--- src/hdl/tmc_pkg.sv ---
// Purpose: Shared constants, types and helpers for the trigger mode control block
// Assumes: APB register access with 32-bit data, one word per register
// Notes:   Register positions are word indices; byte address is four times the index

package tmc_pkg;

  // Register word indices
  localparam logic [15:0] IDX_COMMAND     = 16'h0000;  // Command register
  localparam logic [15:0] IDX_SOURCE_SEL  = 16'h9C40;  // Trigger source select
  localparam logic [15:0] IDX_CONN_DIR    = 16'h9CA4;  // Connector direction
  localparam logic [15:0] IDX_TERMINATION = 16'h9CAE;  // Input termination
  localparam logic [15:0] IDX_PULSE_LEN   = 16'hABE0;  // Pulse length threshold
  localparam logic [15:0] IDX_STATUS      = 16'hA000;  // Block status, read only

  // Address width covering the highest byte address
  localparam int unsigned ADDR_W = 18;

  // Command codes
  localparam logic [31:0] CMD_START       = 32'h0000_0004;  // Arm the board
  localparam logic [31:0] CMD_STOP        = 32'h0000_0040;  // Abort and go idle
  localparam logic [31:0] FORCE_EVENT_CMD = 32'h0000_0010;  // Force a trigger event

  // Trigger mode codes
  localparam logic [31:0] FREE_RUN_CODE         = 32'h0000_0000;
  localparam logic [31:0] RISING_EDGE_CODE      = 32'h0000_4E20;
  localparam logic [31:0] FALLING_EDGE_CODE     = 32'h0000_4E2A;
  localparam logic [31:0] EITHER_EDGE_CODE      = 32'h0000_4E3E;
  localparam logic [31:0] LONG_HIGH_PULSE_CODE  = 32'h0000_4E21;
  localparam logic [31:0] SHORT_HIGH_PULSE_CODE = 32'h0000_4E22;
  localparam logic [31:0] LONG_LOW_PULSE_CODE   = 32'h0000_4E2B;
  localparam logic [31:0] SHORT_LOW_PULSE_CODE  = 32'h0000_4E2C;

  // Reset values
  localparam logic [31:0] RST_SOURCE_SEL = 32'h0000_0000;
  localparam logic [7:0]  RST_PULSE_LEN  = 8'h02;

  // Status field positions
  localparam int unsigned ST_STATE_LSB = 0;  // Four one-hot state bits
  localparam int unsigned ST_EXT_EN    = 4;  // External input path enabled
  localparam int unsigned ST_TRIGGERED = 5;  // Trigger taken since last start

  // Timing, clock 200 MHz
  localparam int unsigned CLK_PERIOD_PS = 5000;
  localparam int unsigned SETUP_TIME_NS = 100;  // Internal setup before arming
  localparam int unsigned TRIG_OUT_NS   = 50;   // Least high time of trigger output
  localparam int unsigned SETUP_CYCLES  = (SETUP_TIME_NS * 1000 + CLK_PERIOD_PS - 1) / CLK_PERIOD_PS;
  localparam int unsigned TRIG_OUT_CYCLES = (TRIG_OUT_NS * 1000 + CLK_PERIOD_PS - 1) / CLK_PERIOD_PS;

  // Configuration handed to the detector
  typedef struct packed {
    logic [31:0] mode;   // Trigger source select value
    logic [7:0]  width;  // Pulse length threshold in samples
  } tmc_cfg_t;

  // True for any of the seven external modes
  function automatic logic tmc_is_ext(input logic [31:0] mode);
    tmc_is_ext = (mode == RISING_EDGE_CODE) || (mode == FALLING_EDGE_CODE) ||
                 (mode == EITHER_EDGE_CODE) || (mode == LONG_HIGH_PULSE_CODE) ||
                 (mode == SHORT_HIGH_PULSE_CODE) || (mode == LONG_LOW_PULSE_CODE) ||
                 (mode == SHORT_LOW_PULSE_CODE);
  endfunction

endpackage

--- src/hdl/tmc_event_detect.sv ---
// Purpose: External edge and pulse length detector for the trigger connector
// Assumes: ext_level is synchronous to pclk; one pclk is one sample
// Notes:   Pulse modes decide at the edge that ends the pulse

module tmc_event_detect (
  input  wire logic             pclk,
  input  wire logic             presetn,
  input  wire tmc_pkg::tmc_cfg_t cfg,
  input  wire logic             ext_level,
  input  wire logic             arm,
  output logic                  hit
);

  logic       prev_reg;  // Level seen one sample ago
  logic [8:0] len_reg;   // Samples the current level has lasted
  logic       hit_reg;   // Registered detection pulse
  logic       hit_next;  // Detection for this sample
  logic       rise;      // Low to high change
  logic       fall;      // High to low change
  logic       longer;    // Ended level beat the threshold
  logic       shorter;   // Ended level fell short of it

  assign rise    = ext_level & ~prev_reg;
  assign fall    = ~ext_level & prev_reg;
  assign longer  = len_reg > {1'b0, cfg.width};
  assign shorter = len_reg < {1'b0, cfg.width};
  assign hit     = hit_reg;

  // Previous level for edge detection
  always_ff @(posedge pclk or negedge presetn)
    if (!presetn)
      prev_reg <= 1'b0;
    else
      prev_reg <= ext_level;

  // Length of the current level, saturating
  always_ff @(posedge pclk or negedge presetn)
    if (!presetn)
      len_reg <= 9'h000;
    else if (rise || fall)
      len_reg <= 9'h001;
    else if (len_reg != 9'h1FF)
      len_reg <= len_reg + 9'h001;

  // Decode the selected condition
  always_comb
  begin
    case (cfg.mode)
      tmc_pkg::RISING_EDGE_CODE:      hit_next = rise;
      tmc_pkg::FALLING_EDGE_CODE:     hit_next = fall;
      tmc_pkg::EITHER_EDGE_CODE:      hit_next = rise | fall;
      tmc_pkg::LONG_HIGH_PULSE_CODE:  hit_next = fall & longer;
      tmc_pkg::SHORT_HIGH_PULSE_CODE: hit_next = fall & shorter;
      tmc_pkg::LONG_LOW_PULSE_CODE:   hit_next = rise & longer;
      tmc_pkg::SHORT_LOW_PULSE_CODE:  hit_next = rise & shorter;
      // Internal modes never hit here
      default:                        hit_next = 1'b0;
    endcase
  end

  always_ff @(posedge pclk or negedge presetn)
    if (!presetn)
      hit_reg <= 1'b0;
    else
      hit_reg <= arm & hit_next;

endmodule

--- src/hdl/tmc_top.sv ---
// Function
// - Free-run code starts acquisition without waiting
// - Free-run begins after internal setup delay only
// - Force command triggers only while waiting
// - Direction zero leaves connector driver disabled
// - Direction one outputs internal trigger events
// - Trigger output active high at acquisition start
// - External mode codes enable input path
// - Decode rising, falling and both edge codes
// - Code selects long high pulse detection
// - Code selects short high pulse detection
// - Code selects long low pulse detection
// - Code selects short low pulse detection
// - External modes force connector to input
// - Termination one is low while an input, zero high impedance
// - One trigger per start until rearmed
// - Failing pulse comparison produces no trigger
//
// Purpose: Trigger source selection, connector control and arming for a digitizer
// Assumes: APB slave, 32-bit data, one pclk per sample, inputs synchronous
// Notes:   APB answers with pready in the second cycle of the access phase

module tmc_top (
  input  wire logic                       pclk,
  input  wire logic                       presetn,
  input  wire logic                       psel,
  input  wire logic                       penable,
  input  wire logic                       pwrite,
  input  wire logic [tmc_pkg::ADDR_W-1:0] paddr,
  input  wire logic [31:0]                pwdata,
  output logic      [31:0]                prdata,
  output logic                            pready,
  output logic                            pslverr,
  input  wire logic                       trig_conn_in,
  output logic                            trig_conn_out,
  output logic                            trig_conn_oe,
  output logic                            term_low_z,
  output logic                            ext_input_en,
  output logic                            acq_start,
  input  wire logic                       acq_done
);

  // Arming states, one-hot
  typedef enum logic [3:0] {
    TMC_IDLE  = 4'b0001,  // Stopped
    TMC_SETUP = 4'b0010,  // Internal setup after start
    TMC_WAIT  = 4'b0100,  // Armed, waiting for trigger
    TMC_RUN   = 4'b1000   // Recording in progress
  } tmc_state_t;

  tmc_state_t        state_reg;        // Current arming state
  tmc_state_t        state_next;       // Next arming state
  logic [31:0]       command_reg;      // Last command written
  logic [31:0]       source_sel_reg;   // Trigger source select
  logic              conn_dir_reg;     // Connector direction bit
  logic              termination_reg;  // Termination select bit
  logic [7:0]        pulse_len_reg;    // Pulse length threshold
  logic [7:0]        setup_cnt_reg;    // Setup delay counter
  logic [7:0]        out_cnt_reg;      // Trigger output hold counter
  logic              triggered_reg;    // Trigger taken since start
  logic [31:0]       prdata_reg;       // Read data
  logic              pready_reg;       // Transfer answer
  logic              pslverr_reg;      // Unmapped or read-only access flag
  logic              trig_out_reg;     // Connector output level
  logic              trig_oe_reg;      // Connector driver enable
  logic              term_reg;         // Termination output
  logic              ext_en_reg;       // External path enable
  logic              acq_start_reg;    // Acquisition start pulse
  logic              ext_mode;         // Source select is external
  logic              drive_conn;       // Connector driven from next cycle
  logic              ext_hit;          // External condition met
  logic              fire;             // Trigger taken this cycle
  logic              wr_take;          // Write takes effect
  logic              cmd_wr;           // Command register written
  logic              mapped;           // Address hits a register
  logic [15:0]       word_idx;         // Register index from address
  tmc_pkg::tmc_cfg_t det_cfg;          // Detector configuration

  assign word_idx = paddr[tmc_pkg::ADDR_W-1:2];
  assign ext_mode = tmc_pkg::tmc_is_ext(source_sel_reg);
  // Driver and termination follow one decision so they never overlap
  assign drive_conn = conn_dir_reg & ~ext_mode;
  assign wr_take  = psel & penable & pready_reg & pwrite & ~pslverr_reg;
  assign cmd_wr   = wr_take && (word_idx == tmc_pkg::IDX_COMMAND);
  assign det_cfg  = '{mode: source_sel_reg, width: pulse_len_reg};

  // Outputs come straight from flip-flops
  assign prdata        = prdata_reg;
  assign pready        = pready_reg;
  assign pslverr       = pslverr_reg;
  assign trig_conn_out = trig_out_reg;
  assign trig_conn_oe  = trig_oe_reg;
  assign term_low_z    = term_reg;
  assign ext_input_en  = ext_en_reg;
  assign acq_start     = acq_start_reg;

  // Address decode of mapped words
  always_comb
  begin
    case (word_idx)
      tmc_pkg::IDX_COMMAND,
      tmc_pkg::IDX_SOURCE_SEL,
      tmc_pkg::IDX_CONN_DIR,
      tmc_pkg::IDX_TERMINATION,
      tmc_pkg::IDX_PULSE_LEN,
      tmc_pkg::IDX_STATUS: mapped = 1'b1;
      default:             mapped = 1'b0;
    endcase
  end

  // External edge and pulse detector
  tmc_event_detect u_detect (
    .pclk      (pclk),
    .presetn   (presetn),
    .cfg       (det_cfg),
    .ext_level (trig_conn_in),
    // input path only in external modes
    .arm       (ext_mode && (state_reg == TMC_WAIT)),
    .hit       (ext_hit)
  );

  // Trigger decision while waiting
  always_comb
  begin
    fire = 1'b0;
    if (state_reg == TMC_WAIT)
    begin
      if (source_sel_reg == tmc_pkg::FREE_RUN_CODE)
        fire = 1'b1;
      else if (cmd_wr && (pwdata == tmc_pkg::FORCE_EVENT_CMD))
        fire = 1'b1;
      else if (ext_hit)
        fire = 1'b1;
    end
  end

  // APB answer: one extra access cycle, then pready
  always_ff @(posedge pclk or negedge presetn)
    if (!presetn)
      pready_reg <= 1'b0;
    else
      pready_reg <= psel & penable & ~pready_reg;

  // Error flag for unmapped or read-only targets
  always_ff @(posedge pclk or negedge presetn)
    if (!presetn)
      pslverr_reg <= 1'b0;
    else if (psel & penable & ~pready_reg)
      pslverr_reg <= ~mapped | (pwrite && (word_idx == tmc_pkg::IDX_STATUS));
    else
      pslverr_reg <= 1'b0;

  // Read data capture, zero on unmapped
  always_ff @(posedge pclk or negedge presetn)
    if (!presetn)
      prdata_reg <= 32'h0000_0000;
    else if (psel & penable & ~pready_reg & ~pwrite)
    begin
      case (word_idx)
        tmc_pkg::IDX_COMMAND:     prdata_reg <= command_reg;
        tmc_pkg::IDX_SOURCE_SEL:  prdata_reg <= source_sel_reg;
        tmc_pkg::IDX_CONN_DIR:    prdata_reg <= {31'h0000_0000, conn_dir_reg};
        tmc_pkg::IDX_TERMINATION: prdata_reg <= {31'h0000_0000, termination_reg};
        tmc_pkg::IDX_PULSE_LEN:   prdata_reg <= {24'h00_0000, pulse_len_reg};
        tmc_pkg::IDX_STATUS:
        begin
          prdata_reg <= 32'h0000_0000;
          prdata_reg[tmc_pkg::ST_STATE_LSB +: 4] <= state_reg;
          prdata_reg[tmc_pkg::ST_EXT_EN]         <= ext_en_reg;
          prdata_reg[tmc_pkg::ST_TRIGGERED]      <= triggered_reg;
        end
        default:                  prdata_reg <= 32'h0000_0000;
      endcase
    end

  // Command register holds the last code written
  always_ff @(posedge pclk or negedge presetn)
    if (!presetn)
      command_reg <= 32'h0000_0000;
    else if (cmd_wr)
      command_reg <= pwdata;

  // Trigger source select
  always_ff @(posedge pclk or negedge presetn)
    if (!presetn)
      source_sel_reg <= tmc_pkg::RST_SOURCE_SEL;
    else if (wr_take && (word_idx == tmc_pkg::IDX_SOURCE_SEL))
      source_sel_reg <= pwdata;

  // Connector direction bit
  always_ff @(posedge pclk or negedge presetn)
    if (!presetn)
      conn_dir_reg <= 1'b0;
    else if (wr_take && (word_idx == tmc_pkg::IDX_CONN_DIR))
      conn_dir_reg <= pwdata[0];

  // Termination select bit
  always_ff @(posedge pclk or negedge presetn)
    if (!presetn)
      termination_reg <= 1'b0;
    else if (wr_take && (word_idx == tmc_pkg::IDX_TERMINATION))
      termination_reg <= pwdata[0];

  // Pulse length threshold; range kept by software
  always_ff @(posedge pclk or negedge presetn)
    if (!presetn)
      pulse_len_reg <= tmc_pkg::RST_PULSE_LEN;
    else if (wr_take && (word_idx == tmc_pkg::IDX_PULSE_LEN))
      pulse_len_reg <= pwdata[7:0];

  // Arming state transitions
  always_comb
  begin
    state_next = state_reg;
    case (state_reg)
      // Start command leaves idle
      TMC_IDLE:
        if (cmd_wr && (pwdata == tmc_pkg::CMD_START))
          state_next = TMC_SETUP;
      // only the setup delay precedes arming
      TMC_SETUP:
        if (setup_cnt_reg == 8'h00)
          state_next = TMC_WAIT;
      // Waiting for the first qualifying event
      TMC_WAIT:
        if (fire)
          state_next = TMC_RUN;
      TMC_RUN:
        if (acq_done)
          state_next = TMC_IDLE;
      default:
        state_next = TMC_IDLE;
    endcase
    // Stop aborts from any state
    if (cmd_wr && (pwdata == tmc_pkg::CMD_STOP))
      state_next = TMC_IDLE;
  end

  // State register
  always_ff @(posedge pclk or negedge presetn)
    if (!presetn)
      state_reg <= TMC_IDLE;
    else
      state_reg <= state_next;

  // Setup delay countdown
  always_ff @(posedge pclk or negedge presetn)
    if (!presetn)
      setup_cnt_reg <= 8'h00;
    else if (state_reg != TMC_SETUP)
      setup_cnt_reg <= 8'(tmc_pkg::SETUP_CYCLES - 1);
    else if (setup_cnt_reg != 8'h00)
      setup_cnt_reg <= setup_cnt_reg - 8'h01;

  // Triggered flag, cleared by a new start
  always_ff @(posedge pclk or negedge presetn)
    if (!presetn)
      triggered_reg <= 1'b0;
    else if (fire)
      triggered_reg <= 1'b1;
    else if (state_reg == TMC_SETUP)
      triggered_reg <= 1'b0;

  // Acquisition start pulse, one cycle per trigger
  always_ff @(posedge pclk or negedge presetn)
    if (!presetn)
      acq_start_reg <= 1'b0;
    else
      acq_start_reg <= fire;

  // Trigger output hold counter
  always_ff @(posedge pclk or negedge presetn)
    if (!presetn)
      out_cnt_reg <= 8'h00;
    else if (fire)
      out_cnt_reg <= 8'(tmc_pkg::TRIG_OUT_CYCLES);
    else if (out_cnt_reg != 8'h00)
      out_cnt_reg <= out_cnt_reg - 8'h01;

  // Connector driver enable
  always_ff @(posedge pclk or negedge presetn)
    if (!presetn)
      trig_oe_reg <= 1'b0;
    else
      // drive only for internal modes with direction set
      trig_oe_reg <= drive_conn;

  // Connector output level
  always_ff @(posedge pclk or negedge presetn)
    if (!presetn)
      trig_out_reg <= 1'b0;
    else
      // high from acquisition start; never re-rises mid hold
      trig_out_reg <= drive_conn & (fire | (trig_out_reg & (out_cnt_reg > 8'h01)));

  // External path enable
  always_ff @(posedge pclk or negedge presetn)
    if (!presetn)
      ext_en_reg <= 1'b0;
    else
      ext_en_reg <= ext_mode;

  // Termination select output
  always_ff @(posedge pclk or negedge presetn)
    if (!presetn)
      term_reg <= 1'b0;
    else
      // low impedance only while an input
      term_reg <= termination_reg & ~drive_conn;

endmodule

--- config.mk ---
export PLATFORM = sky130hd
export DESIGN_NAME = tmc_top
export DESIGN_NICKNAME = d
export VERILOG_FILES = /design/src/hdl/tmc_pkg.sv /design/src/hdl/tmc_event_detect.sv /design/src/hdl/tmc_top.sv
export SDC_FILE = /design/constraint.sdc
export NUM_CORES = 1
export LEC_CHECK = 0
export ABC_AREA = 1
export BUFFER_PORTS_ARGS = -buffer_cell sky130_fd_sc_hd__buf_2
export CAP_MARGIN = 10
export CORE_UTILIZATION = 52
export CTS_CLUSTER_DIAMETER = 150
export DETAILED_ROUTE_END_ITERATION = 16
export GPL_TIMING_DRIVEN = 0
export PLACE_DENSITY = 0.76
export SLEW_MARGIN = 10
export SYNTH_ARGS = -nofsm -noshare
export SYNTH_HDL_FRONTEND = slang
export SYNTH_SLANG_ARGS = --single-unit
--- constraint.sdc ---
create_clock -name pclk -period 1.84 [get_ports pclk]
set_input_delay 0.184 -clock pclk [delete_from_list [all_inputs] [get_ports pclk]]
set_output_delay 0.184 -clock pclk [all_outputs]
set_load 0.005 [all_outputs]
Word-level counts from Yosys, hierarchy flattened
Cells that the tools add are included.
Widths: inputs -> output; s select.

cells by class
  $add $sub $neg = 3
  multipliers = 0
  divide/modulo/power cells = 0
  order comparisons = 3
  equality and inequality tests = 25
  shift-type cells = 0
  multiplexer cells = 22
  bitwise gates (word level) = 28
  reduce and logical (&&, ||, !) cells = 28

operators with widths
  operator              count
  $eq 32x15->1 const B  7
  $pmux 32 s6           1
  $eq 16x16->1 const B  5
  $eq 32x3->1 const B   1
  $eq 32x5->1 const B   1
  $eq 32x7->1 const B   1
  $logic_not 32->1      1
  $mux 8                4
  $mux 4                5
  $mux 9                2
  $and 1x1->1           17
  $logic_not 16->1      1
  $pmux 4 s4            1
  $reduce_bool 8->1     2
  $sub 8x1->8 const B   2
  $logic_and 1x1->1     10
  $add 9x1->9 const B   1
  $gt 9x8->1            1
  $lt 9x8->1            1
  $ne 3x3->1 const B    3
  $ne 9x9->1 const B    1
  $gt 8x1->1 const B    1
  $logic_not 8->1       1
  $mux 1                8
  other kinds (13)      31

storage, ports and cells
  register bits = 145
  latch bits = 0
  bits in writable memories = 0
  ROM bits = 0
  input port bits = 57
  logic and storage cells = 129
  memories = 0

Longest topological paths before layout
Gate-level depths: netlist of the first run.

  word-level depth = 12
  mapped depth = 14
  mapped depth without buffers = 14

By module
A second synthesis of the first run with hierarchy kept.

second synthesis, totals
  cells, all modules = 994
  area, all modules = 7627.3 um^2

modules (own cells, without submodules)
  module            times used  cells each  area an instance (um^2)  seq. area each (um^2)
  tmc_top           1           814         6434.9                   3355.7
  tmc_event_detect  1           180         1192.4                   275.3

Worst setup path before layout of the first run
No wires, ideal clock.

  path kind = flip-flop to flip-flop
  start = reg u_detect.len_reg[0]
  end = reg u_detect.len_reg[7]
  setup time = 0.123 ns
  data arrival time = 1.672 ns
  required time = 1.717 ns
  slack = 0.045 ns
  cell stages (with the launch flop) = 13
  buffers on the path = 0
  cell sequence = dfrtp_1 -> ha_1 -> nand4_1 -> nor3_1 -> ha_1 -> nand2_1 -> inv_1 -> nor2_1 -> nand2_1 -> nor2_1 -> nand2_1 -> o21ai_0 -> a21oi_1

on the way
  word-level cells in the longest chain between the ends = 3
  elaborated cells on any way between the ends = 5
  classes of those cells = add/sub (1); eq/ne (1); mux (2); reduce/logical (1)

RTL lines
  what                    line                    RTL
  from (decl)             tmc_event_detect.sv:15  logic [8:0] len_reg;
  from (signal assigned)  tmc_event_detect.sv:43  len_reg <= len_reg + 9'h001;
  $add 9x1->9             tmc_event_detect.sv:43
  $mux 9                  tmc_event_detect.sv:42  else if (len_reg != 9'h1FF)
  $mux 9                  tmc_event_detect.sv:40  else if (rise || fall)

Several ways; a longest one is shown, not always the timed one. The select of a mux whose other input is x is not followed.
A chain may end at the register's enable or synchronous reset.

Final worst setup path of the first run
  start = reg u_detect.len_reg[1]
  end = reg u_detect.len_reg[6]

The elaborated chain is that of the path after synthesis.

==> impl_metrics.prom, run 1 <==
# TYPE chip_impl_metric gauge
chip_impl_info{name="reg2reg_from",value="u_detect.len_reg[1]$_DFFE_PN0P_"} 1
chip_impl_metric{name="area_growth",unit="%"} 22.94
chip_impl_info{name="tritoncts",value="yes"} 1
chip_impl_metric{name="detailedPlacementHpwl",unit="mm"} 12.81
chip_impl_metric{name="die_width",unit="um"} 120.5
chip_impl_metric{name="grt.total_usage",unit="%"} 27.05
chip_impl_metric{name="combPwrFrac",unit="%"} 13.3
chip_impl_metric{name="mappedNetlistArea",unit="mm2"} 0.007303
chip_impl_metric{name="share_clk_of_total_power",unit="%"} 43.5
chip_impl_metric{name="synthDistinctLibCells",unit=""} 42
chip_impl_metric{name="wire_per_inst",unit="um"} 14.76
chip_impl_metric{name="critPathMaxStageDelay",unit="ns"} 0.39
chip_impl_metric{name="vias",unit=""} 6565
chip_impl_metric{name="htree_num_levels",unit=""} 4
chip_impl_metric{name="grt_pass1_vias",unit=""} 6291
chip_impl_metric{name="post_dp_cell_area",unit="mm2"} 0.008026
chip_impl_metric{name="fraction_of_the_yosys_area_taken_by_sequential_cells",unit="%"} 49.72
chip_impl_metric{name="power_per_cell_area",unit="mW/mm2"} 899.5
chip_impl_info{name="r2r-end",value="u_detect.len_reg[6]$_DFFE_PN0P_"} 1
chip_impl_metric{name="detail_route.wirelength",unit="mm"} 18.51
chip_impl_metric{name="number_of_buffer_cells_added_on_primary_ports",unit=""} 93
chip_impl_metric{name="detail_route.first_pass.iterations",unit=""} 5
chip_impl_info{name="run_status",value="complete, but fails checks"} 1
chip_impl_metric{name="worstPathMaxFanout",unit=""} 4
chip_impl_info{name="ys_dominant_reg_cell",value="sky130_fd_sc_hd__dfrtp_1"} 1
chip_impl_metric{name="post_route_cells_drive_above_1_share",unit="%"} 19.20
chip_impl_metric{name="setup_viol_count_final",unit=""} 1
chip_impl_metric{name="cts.sinks",unit=""} 145
chip_impl_metric{name="ant_nets",unit=""} 0
chip_impl_metric{name="synthesis.area_per_instance",unit="um2"} 7.845
chip_impl_metric{name="numCtsBuffers",unit=""} 17
chip_impl_metric{name="timing_hold_violations_final",unit=""} 0
chip_impl_metric{name="ir_worst_vdd",unit="V"} 0.0006325
chip_impl_metric{name="final_nets",unit=""} 1137
chip_impl_info{name="failed_checks",value="negative setup slack"} 1
chip_impl_metric{name="grt_max_degree",unit=""} 96
chip_impl_metric{name="synth_edf_count",unit=""} 0
chip_impl_metric{name="antennaDiodeCount",unit=""} 0
chip_impl_metric{name="ys.warnings.count",unit=""} 0
chip_impl_info{name="crit_path_start",value="u_detect.len_reg[1]$_DFFE_PN0P_"} 1
chip_impl_metric{name="post_layout_nonfiller_instances",unit=""} 1254
chip_impl_metric{name="final.period_utilization",unit="%"} 104.6
chip_impl_metric{name="die-area",unit="mm2"} 0.01452
chip_impl_metric{name="number_of_remaining_drc_errors",unit=""} 0
chip_impl_metric{name="slew-limit-headroom",unit="%"} 55.75
chip_impl_metric{name="placement_rows",unit=""} 42
chip_impl_metric{name="postSynthRegisterBits",unit=""} 145
chip_impl_metric{name="fraction_of_registers_with_async_set_or_reset_after_synthesis",unit="%"} 100.0
chip_impl_metric{name="clkLatencyLatePin",unit="ns"} 0.43
chip_impl_metric{name="setup_ws",unit="ns"} -0.08379
chip_impl_info{name="timing.critical_path.cells",value="ha_2, nand4_1, nor3_2, ha_2, nand2_2, and3_1, nand2_2, nor2_1, a21oi_2, a211oi_2"} 1
chip_impl_metric{name="dr.first_iter.drc_count",unit=""} 610
chip_impl_metric{name="power_leakage",unit="nW"} 4.769
chip_impl_info{name="clock-root-buffer",value="sky130_fd_sc_hd__clkbuf_16"} 1
chip_impl_metric{name="final_design_area_no_fill",unit="mm2"} 0.008979
chip_impl_metric{name="die_y",unit="um"} 120.5
chip_impl_metric{name="p_switching",unit="mW"} 2.270
chip_impl_info{name="critical_path_class",value="flop to flop"} 1
chip_impl_metric{name="drv.max_cap_violation_count",unit=""} 0
chip_impl_metric{name="power.internal",unit="mW"} 5.807
chip_impl_metric{name="final_period_minus_worst_setup_slack",unit="ns"} 1.924
chip_impl_metric{name="final_core_util",unit="%"} 66.74
chip_impl_metric{name="achievable-frequency",unit="MHz"} 519.8
chip_impl_metric{name="cts-root-to-sink-buffers",unit=""} 2
chip_impl_metric{name="nFillCells",unit=""} 1154
chip_impl_metric{name="clock_skew",unit="ns"} 0.008564
chip_impl_metric{name="worst-r2r-setup-slack",unit="ns"} -0.08
chip_impl_metric{name="worst_slew_pin_slew",unit="ns"} 0.6583
chip_impl_metric{name="clk_transition_reported_paths",unit="ns"} 0.06
chip_impl_info{name="critPathCaptureType",value="flop"} 1
chip_impl_metric{name="syn-instance-count",unit=""} 931
chip_impl_metric{name="timing.final.max_slew_violations",unit=""} 0
chip_impl_metric{name="antenna_found_initial",unit=""} 0
chip_impl_metric{name="first_pass_grt_wire_length",unit="mm"} 30.18
chip_impl_metric{name="postSynthNetCount",unit=""} 1003
chip_impl_info{name="crit_slowest_cell",value="sky130_fd_sc_hd__dfrtp_1"} 1
chip_impl_metric{name="hold_depth",unit=""} 3
chip_impl_metric{name="timing.reg2reg.worst_path_depth",unit=""} 10
chip_impl_metric{name="dp.cells",unit=""} 1201
chip_impl_metric{name="gp_congestion",unit=""} 0.8915
chip_impl_metric{name="initial_core_util",unit="%"} 54.29
chip_impl_metric{name="worst_ep_required_time",unit="ns"} 2.17
chip_impl_info{name="mostFrequentLayoutCells",value="265 x sky130_fd_sc_hd__nand2_1, 143 x sky130_fd_sc_hd__dfrtp_1, 122 x sky130_fd_sc_hd__inv_1"} 1
chip_impl_metric{name="core-area",unit="mm2"} 0.01345
chip_impl_metric{name="share_seq_of_total_power",unit="%"} 43.2
chip_impl_info{name="mostFrequentLayoutCell",value="sky130_fd_sc_hd__nand2_1"} 1
chip_impl_info{name="crit_path_start_kind",value="flop"} 1
chip_impl_metric{name="sw_frac_of_total",unit="%"} 28.10
chip_impl_metric{name="vias_per_cell",unit=""} 5.235
chip_impl_metric{name="grt-ovfl-total",unit=""} 0
chip_impl_info{name="min_path_type",value="primary input to flop"} 1
chip_impl_info{name="grt_setup_unrepaired",value="yes"} 1
chip_impl_metric{name="ios",unit=""} 96
chip_impl_info{name="crit_path_end",value="u_detect.len_reg[6]$_DFFE_PN0P_"} 1
chip_impl_metric{name="crit_arrival",unit="ns"} 2.26
==> power by group through the flow <==
stage          registers (mW)  clock network (mW)  logic [mW]
2_1_floorplan            3.51                   0       0.679
3_3_place_gp             3.54                   0       0.949
3_5_place_dp             3.54                   0       0.981
4_1_cts                  3.48                3.54        1.04
5_1_grt                  3.51                3.68        1.24
6_report                 3.49                3.51        1.08
==> area by class of cell <==
cell class	instances	area, um2	share of cell area (%)
plain buffers	24	117.6	1.310
clock buffers	17	425.4	4.738
clock inverters	15	170.2	1.895
inverters	129	486.7	5.421
multi-input cells	633	3232	35.99
flip-flops and latches	145	3631	40.44
well taps	176	220.2	2.453
repair buffers	115	695.7	7.748
==> critical path: cells and delay by family, from the launching register on <==
family	cells	cell delay (ns)
simple gates	6	0.75
flops	1	0.39
fa+ha+maj	2	0.39
compound gates	2	0.29
==> cells in the mapped netlist, types with 4 or more instances <==
master                     number  area share (%)
sky130_fd_sc_hd__ha_1          15             2.6
sky130_fd_sc_hd__a21oi_1       24             1.6
sky130_fd_sc_hd__o21ai_0      102             7.0
sky130_fd_sc_hd__nor3_1        15             1.0
sky130_fd_sc_hd__o22ai_1       11            0.94
sky130_fd_sc_hd__a22o_1         6            0.72
sky130_fd_sc_hd__nand2_1      271              14
sky130_fd_sc_hd__nand4_1       11            0.94
sky130_fd_sc_hd__mux2_4         6             1.2
sky130_fd_sc_hd__xor2_1         5            0.60
sky130_fd_sc_hd__nor2_1        91             4.7
sky130_fd_sc_hd__nand3_1       45             3.1
sky130_fd_sc_hd__dfrtp_1      143              49
sky130_fd_sc_hd__inv_1        125             6.4
sky130_fd_sc_hd__mux2_2         4            0.62
sky130_fd_sc_hd__clkbuf_1      16            0.82
sky130_fd_sc_hd__nand2_2        4            0.34
==> layer usage <==
layer | share of wire, % | track usage, % | up-vias
met2 | 48 | 44.36 | 204
met1 | 44 | 35.82 | 3080
met4 | 2.3 | 10.42 | 0
li1 | - | - | 3244
met3 | 6.1 | 4.811 | 37
met5 | 0 | 0 | -
==> how the worst min path moves through the flow <==
stage	start	endpoint	slack, ns
floorplan	presetn	acq_start$_DFF_PN0_	-0.11
global placement	trig_conn_in	u_detect.prev_reg$_DFF_PN0_	0.34
detailed placement	presetn	command_reg[25]$_DFFE_PN0P_	0.12
CTS	pwdata[5]	command_reg[5]$_DFFE_PN0P_	0.003
global route	pwdata[16]	source_sel_reg[16]$_DFFE_PN0P_	0.01
finish	pwdata[25]	command_reg[25]$_DFFE_PN0P_	0.009
==> metrics by stage <==
stage               hold slack (ns)  worst slack, ns  total power, mW  setup TNS (ns)
floorplan                   -0.1116          0.04508            4.185               0
global placement             0.3391           -1.518            4.487         -220.62
detailed placement           0.1181          -0.2262            4.522          -7.171
CTS                        0.002722         0.007969            8.063               0
global route                0.01273          -0.1688            8.430         -0.4757
finish                     0.008633         -0.08379            8.076        -0.08379
==> kinds of logic (layout without fill, tap and decap cells) <==
| family | count (synthesis) | in the layout | share of synthesized area, % |
|---|---|---|---|
| muxes | 10 | 10 | 1.850 |
| DFF | 145 | 145 | 49.72 |
| buffers and inverters | 153 | 300 | 8.189 |
| adders and majority gates | 15 | 15 | 2.570 |
| xor gates and xnor gates | 5 | 5 | 0.5996 |
| and+or+nand+nor | 452 | 452 | 25.97 |
| AOI/OAI and AO/OA | 151 | 151 | 11.10 |
==> repair_timing <==
item,in CTS,in global routing
gates resized for setup,12,42
endpoints found under the setup margin,57,92
hold endpoints to repair,62,0
hold buffers,14,0
setup buffers,2,5
pin swaps,1,11
(Power assumes the default switching activity.)
==> run 2: changes to the inputs <==
--- a/config.mk
+++ b/config.mk
@@ -8,12 +8,13 @@
 export ABC_AREA = 1
 export BUFFER_PORTS_ARGS = -buffer_cell sky130_fd_sc_hd__buf_2
 export CAP_MARGIN = 10
-export CORE_UTILIZATION = 52
+export CORE_UTILIZATION = 53
 export CTS_CLUSTER_DIAMETER = 150
 export DETAILED_ROUTE_END_ITERATION = 16
 export GPL_TIMING_DRIVEN = 0
-export PLACE_DENSITY = 0.76
+export PLACE_DENSITY = 0.77
 export SLEW_MARGIN = 10
 export SYNTH_ARGS = -nofsm -noshare
 export SYNTH_HDL_FRONTEND = slang
+export SYNTH_HIERARCHICAL = 1
 export SYNTH_SLANG_ARGS = --single-unit
==> run 2 against run 1 <==
Against the previous run:
- the run now ends clean
- sequential power is essentially flat
- highest routed layer unchanged
- global-route usage grew 0.24 points
- wire length grew 3.6%
- critical path type unchanged
- largest cell class unchanged
- largest power group is now sequential cells
- core utilization shrank 0.84 points
- critical endpoint is now u_detect/len_reg[7]$_DFFE_PN0P_
- final area grew 2.3%
==> impl_metrics.prom, run 2 <==
# TYPE chip_impl_metric gauge
chip_impl_info{name="run_status",value="completed"} 1
chip_impl_metric{name="final_nets",unit=""} 1197
chip_impl_metric{name="holdWs",unit="ns"} 0.02660
chip_impl_metric{name="final_core_util",unit="%"} 65.90
chip_impl_metric{name="number_of_buffer_cells_added_on_primary_ports",unit=""} 93
chip_impl_metric{name="grt.total_usage",unit="%"} 27.30
chip_impl_info{name="critical_path.top_delay_family",value="simple AND/OR/NAND/NOR gates"} 1
chip_impl_info{name="critical_path_class",value="flop to flop"} 1
chip_impl_info{name="critPathCaptureType",value="flop"} 1
chip_impl_info{name="min_path_type",value="primary input to flop"} 1
chip_impl_metric{name="setup_tns_final",unit="ns"} 0
chip_impl_metric{name="vias_per_cell",unit=""} 5.294
chip_impl_metric{name="grt_pass1_vias",unit=""} 6472
chip_impl_metric{name="cts-root-to-sink-buffers",unit=""} 2
chip_impl_info{name="synth_top_cells_by_area",value="sky130_fd_sc_hd__dfrtp_1 47%, sky130_fd_sc_hd__nand2_1 15%, sky130_fd_sc_hd__inv_1 5.5%"} 1
chip_impl_metric{name="ys.warnings.count",unit=""} 6
chip_impl_metric{name="worst_ep_required_time",unit="ns"} 2.15
chip_impl_metric{name="die-area",unit="mm2"} 0.01488
chip_impl_metric{name="die_y",unit="um"} 122.0
chip_impl_metric{name="power_per_cell_area",unit="mW/mm2"} 881.2
chip_impl_metric{name="htree_num_levels",unit=""} 4
chip_impl_metric{name="antenna_found_initial",unit=""} 0
chip_impl_metric{name="power_leakage",unit="nW"} 4.762
chip_impl_metric{name="ios",unit=""} 96
chip_impl_metric{name="crit_arrival",unit="ns"} 2.12
chip_impl_metric{name="drv.max_cap_violation_count",unit=""} 0
chip_impl_metric{name="fraction_of_the_yosys_area_taken_by_sequential_cells",unit="%"} 47.60
chip_impl_metric{name="first_pass_grt_wire_length",unit="mm"} 31.17
chip_impl_metric{name="vias",unit=""} 6978
chip_impl_metric{name="timing.final.max_slew_violations",unit=""} 0
chip_impl_metric{name="synth_edf_count",unit=""} 0
chip_impl_metric{name="syn-instance-count",unit=""} 994
chip_impl_info{name="netlist.top_cell.by_area",value="sky130_fd_sc_hd__dfrtp_1"} 1
chip_impl_metric{name="mappedNetlistArea",unit="mm2"} 0.007627
chip_impl_metric{name="cts.sinks",unit=""} 145
chip_impl_info{name="ys_dominant_reg_cell",value="sky130_fd_sc_hd__dfrtp_1"} 1
chip_impl_info{name="crit_slowest_cell",value="sky130_fd_sc_hd__dfrtp_1"} 1
chip_impl_info{name="crit_path_start_kind",value="flop"} 1
chip_impl_metric{name="initial_core_util",unit="%"} 54.74
chip_impl_metric{name="grt-ovfl-total",unit=""} 0
chip_impl_metric{name="synthesis.area_per_instance",unit="um2"} 7.673
chip_impl_info{name="mostFrequentLayoutCell",value="sky130_fd_sc_hd__nand2_1"} 1
chip_impl_metric{name="postSynthRegisterBits",unit=""} 145
chip_impl_metric{name="area_growth",unit="%"} 20.39
chip_impl_metric{name="dr.first_iter.drc_count",unit=""} 636
chip_impl_info{name="synth_common_cells",value="312 x sky130_fd_sc_hd__nand2_1, 143 x sky130_fd_sc_hd__dfrtp_1, 112 x sky130_fd_sc_hd__inv_1"} 1
chip_impl_metric{name="critPathMaxStageDelay",unit="ns"} 0.42
chip_impl_metric{name="detail_route.first_pass.iterations",unit=""} 7
chip_impl_metric{name="core-area",unit="mm2"} 0.01393
chip_impl_metric{name="setup_viol_count_final",unit=""} 0
chip_impl_metric{name="grt_max_degree",unit=""} 77
chip_impl_metric{name="number_of_remaining_drc_errors",unit=""} 0
chip_impl_metric{name="post_route_cells_drive_above_1_share",unit="%"} 20.30
chip_impl_metric{name="crit_buf_inv",unit=""} 0
chip_impl_info{name="mostFrequentLayoutCells",value="307 x sky130_fd_sc_hd__nand2_1, 141 x sky130_fd_sc_hd__dfrtp_1, 112 x sky130_fd_sc_hd__inv_1"} 1
chip_impl_metric{name="wire_per_inst",unit="um"} 14.55
chip_impl_metric{name="clk_transition_reported_paths",unit="ns"} 0.06
chip_impl_metric{name="ir_worst_vdd",unit="V"} 0.0006728
chip_impl_metric{name="worstPathMaxFanout",unit=""} 4
chip_impl_info{name="clock-root-buffer",value="sky130_fd_sc_hd__clkbuf_16"} 1
chip_impl_metric{name="postSynthNetCount",unit=""} 1066
chip_impl_metric{name="worst_slew_pin_slew",unit="ns"} 0.5510
chip_impl_metric{name="fraction_of_registers_with_async_set_or_reset_after_synthesis",unit="%"} 100.0
chip_impl_metric{name="clkLatencyLatePin",unit="ns"} 0.43
chip_impl_info{name="timing.critical_path.cells",value="ha_2, nand2_2, nor3_2, ha_2, nand2_2, nand4_1, nor2_2, nand2_1, o21ai_1, a21oi_1"} 1
chip_impl_metric{name="timing_hold_violations_final",unit=""} 0
chip_impl_metric{name="clock_skew",unit="ns"} 0.009192
chip_impl_metric{name="final.period_utilization",unit="%"} 98.09
chip_impl_metric{name="post_dp_cell_area",unit="mm2"} 0.008356
chip_impl_metric{name="ant_nets",unit=""} 0
chip_impl_metric{name="achievable-frequency",unit="MHz"} 554.0
chip_impl_metric{name="synth_top_area_share",unit="%"} 46.92
chip_impl_metric{name="detailedPlacementHpwl",unit="mm"} 13.53
chip_impl_metric{name="detail_route.wirelength",unit="mm"} 19.17
chip_impl_metric{name="final_design_area_no_fill",unit="mm2"} 0.009183
chip_impl_info{name="post-synth-top-count-cell",value="sky130_fd_sc_hd__nand2_1"} 1
chip_impl_metric{name="placement_rows",unit=""} 43
chip_impl_metric{name="numCtsBuffers",unit=""} 17
chip_impl_metric{name="antennaDiodeCount",unit=""} 0
chip_impl_metric{name="synthDistinctLibCells",unit=""} 44
chip_impl_metric{name="gp_congestion",unit=""} 0.9134
chip_impl_metric{name="slew-limit-headroom",unit="%"} 63.27
chip_impl_info{name="tritoncts",value="yes"} 1
chip_impl_metric{name="final_period_minus_worst_setup_slack",unit="ns"} 1.805
chip_impl_metric{name="die_width",unit="um"} 122.0
run 2: final timing paths:
kind | slack [ns] | cells after the start | from | to
worst min-delay path | 0.03 | 3 | pwdata[13] | source_sel_reg[13]$_DFFE_PN0P_
worst max-delay path | 0.04 | 10 | u_detect/len_reg[1]$_DFFE_PN0P_ | u_detect/len_reg[7]$_DFFE_PN0P_
min in group asynchronous | 0.29 | 2 | presetn | prdata[14]$_DFFE_PN0P_
max in group asynchronous | 0.75 | 3 | presetn | state_reg[0]$_DFFE_PN1P_
worst max register to register | 0.04 | 10 | u_detect/len_reg[1]$_DFFE_PN0P_ | u_detect/len_reg[7]$_DFFE_PN0P_
worst min register to register | 0.47 | 2 | prdata[23]$_DFFE_PN0P_ | prdata[23]$_DFFE_PN0P_
run 2: logic make-up (layout without fill, tap and decap cells):
kind of cell	after synthesis	after routing	synth area share, %
simple gates	535	535	30.63
compound gates	149	149	11.07
buf+inv	146	290	7.775
flops	145	145	47.60
fa+ha+maj	15	15	2.461
xor+xnor	4	4	0.4594
run 2: area by class of cell:
cell class / count / area, um2
Multi-Input combinational cell: 703 / 3476
Tap cell: 180 / 225.2
Clock buffer: 18 / 429.2
Inverter: 120 / 454.2
Buffer: 26 / 145.1
Clock inverter: 14 / 163.9
Timing Repair Buffer: 112 / 655.6
Fill cell: 1148 / 4752
Sequential cell: 145 / 3633
run 2: worst min-delay path, stage by stage:
cell	delay (ns)
sky130_fd_sc_hd__buf_2	0.10
sky130_fd_sc_hd__inv_1	0.06
sky130_fd_sc_hd__o21ai_1	0.07
run 2: per-layer routing:
layer  GRT usage [%]  part of all wire (%)
met1           37.72                    45
met2           41.95                    45
met3           4.775                   7.4
met4           12.35                   2.9
met5               0                     0
run 2: what timing repair did:
action | 4_1_cts | 5_1_grt
buffers inserted | 3 | 13
hold buffers | 2 | 0
pin swaps | 1 | 6
hold endpoints to repair | 70 | 0
endpoints found under the setup margin | 32 | 56
resized for setup | 2 | 24
run 2: metrics by stage:
step | setup slack (ns) | total power, mW | instances
floorplan | 0.1833 | 4.227 | 994
global placement | -1.500 | 4.540 | 1267
detailed placement | -0.1405 | 4.580 | 1268
CTS | 0.008041 | 8.057 | 1305
global route | -0.08623 | 8.412 | 1318
finish | 0.03509 | 8.091 | 1318
run 2: where the power goes:
part | leakage (nW) | internal (mW) | switching [mW]
combinational | 2.52 | 0.402 | 0.669
sequential | 1.96 | 3.38 | 0.140
clock | 0.286 | 2.13 | 1.38
total | 4.76 | 5.90 | 2.19
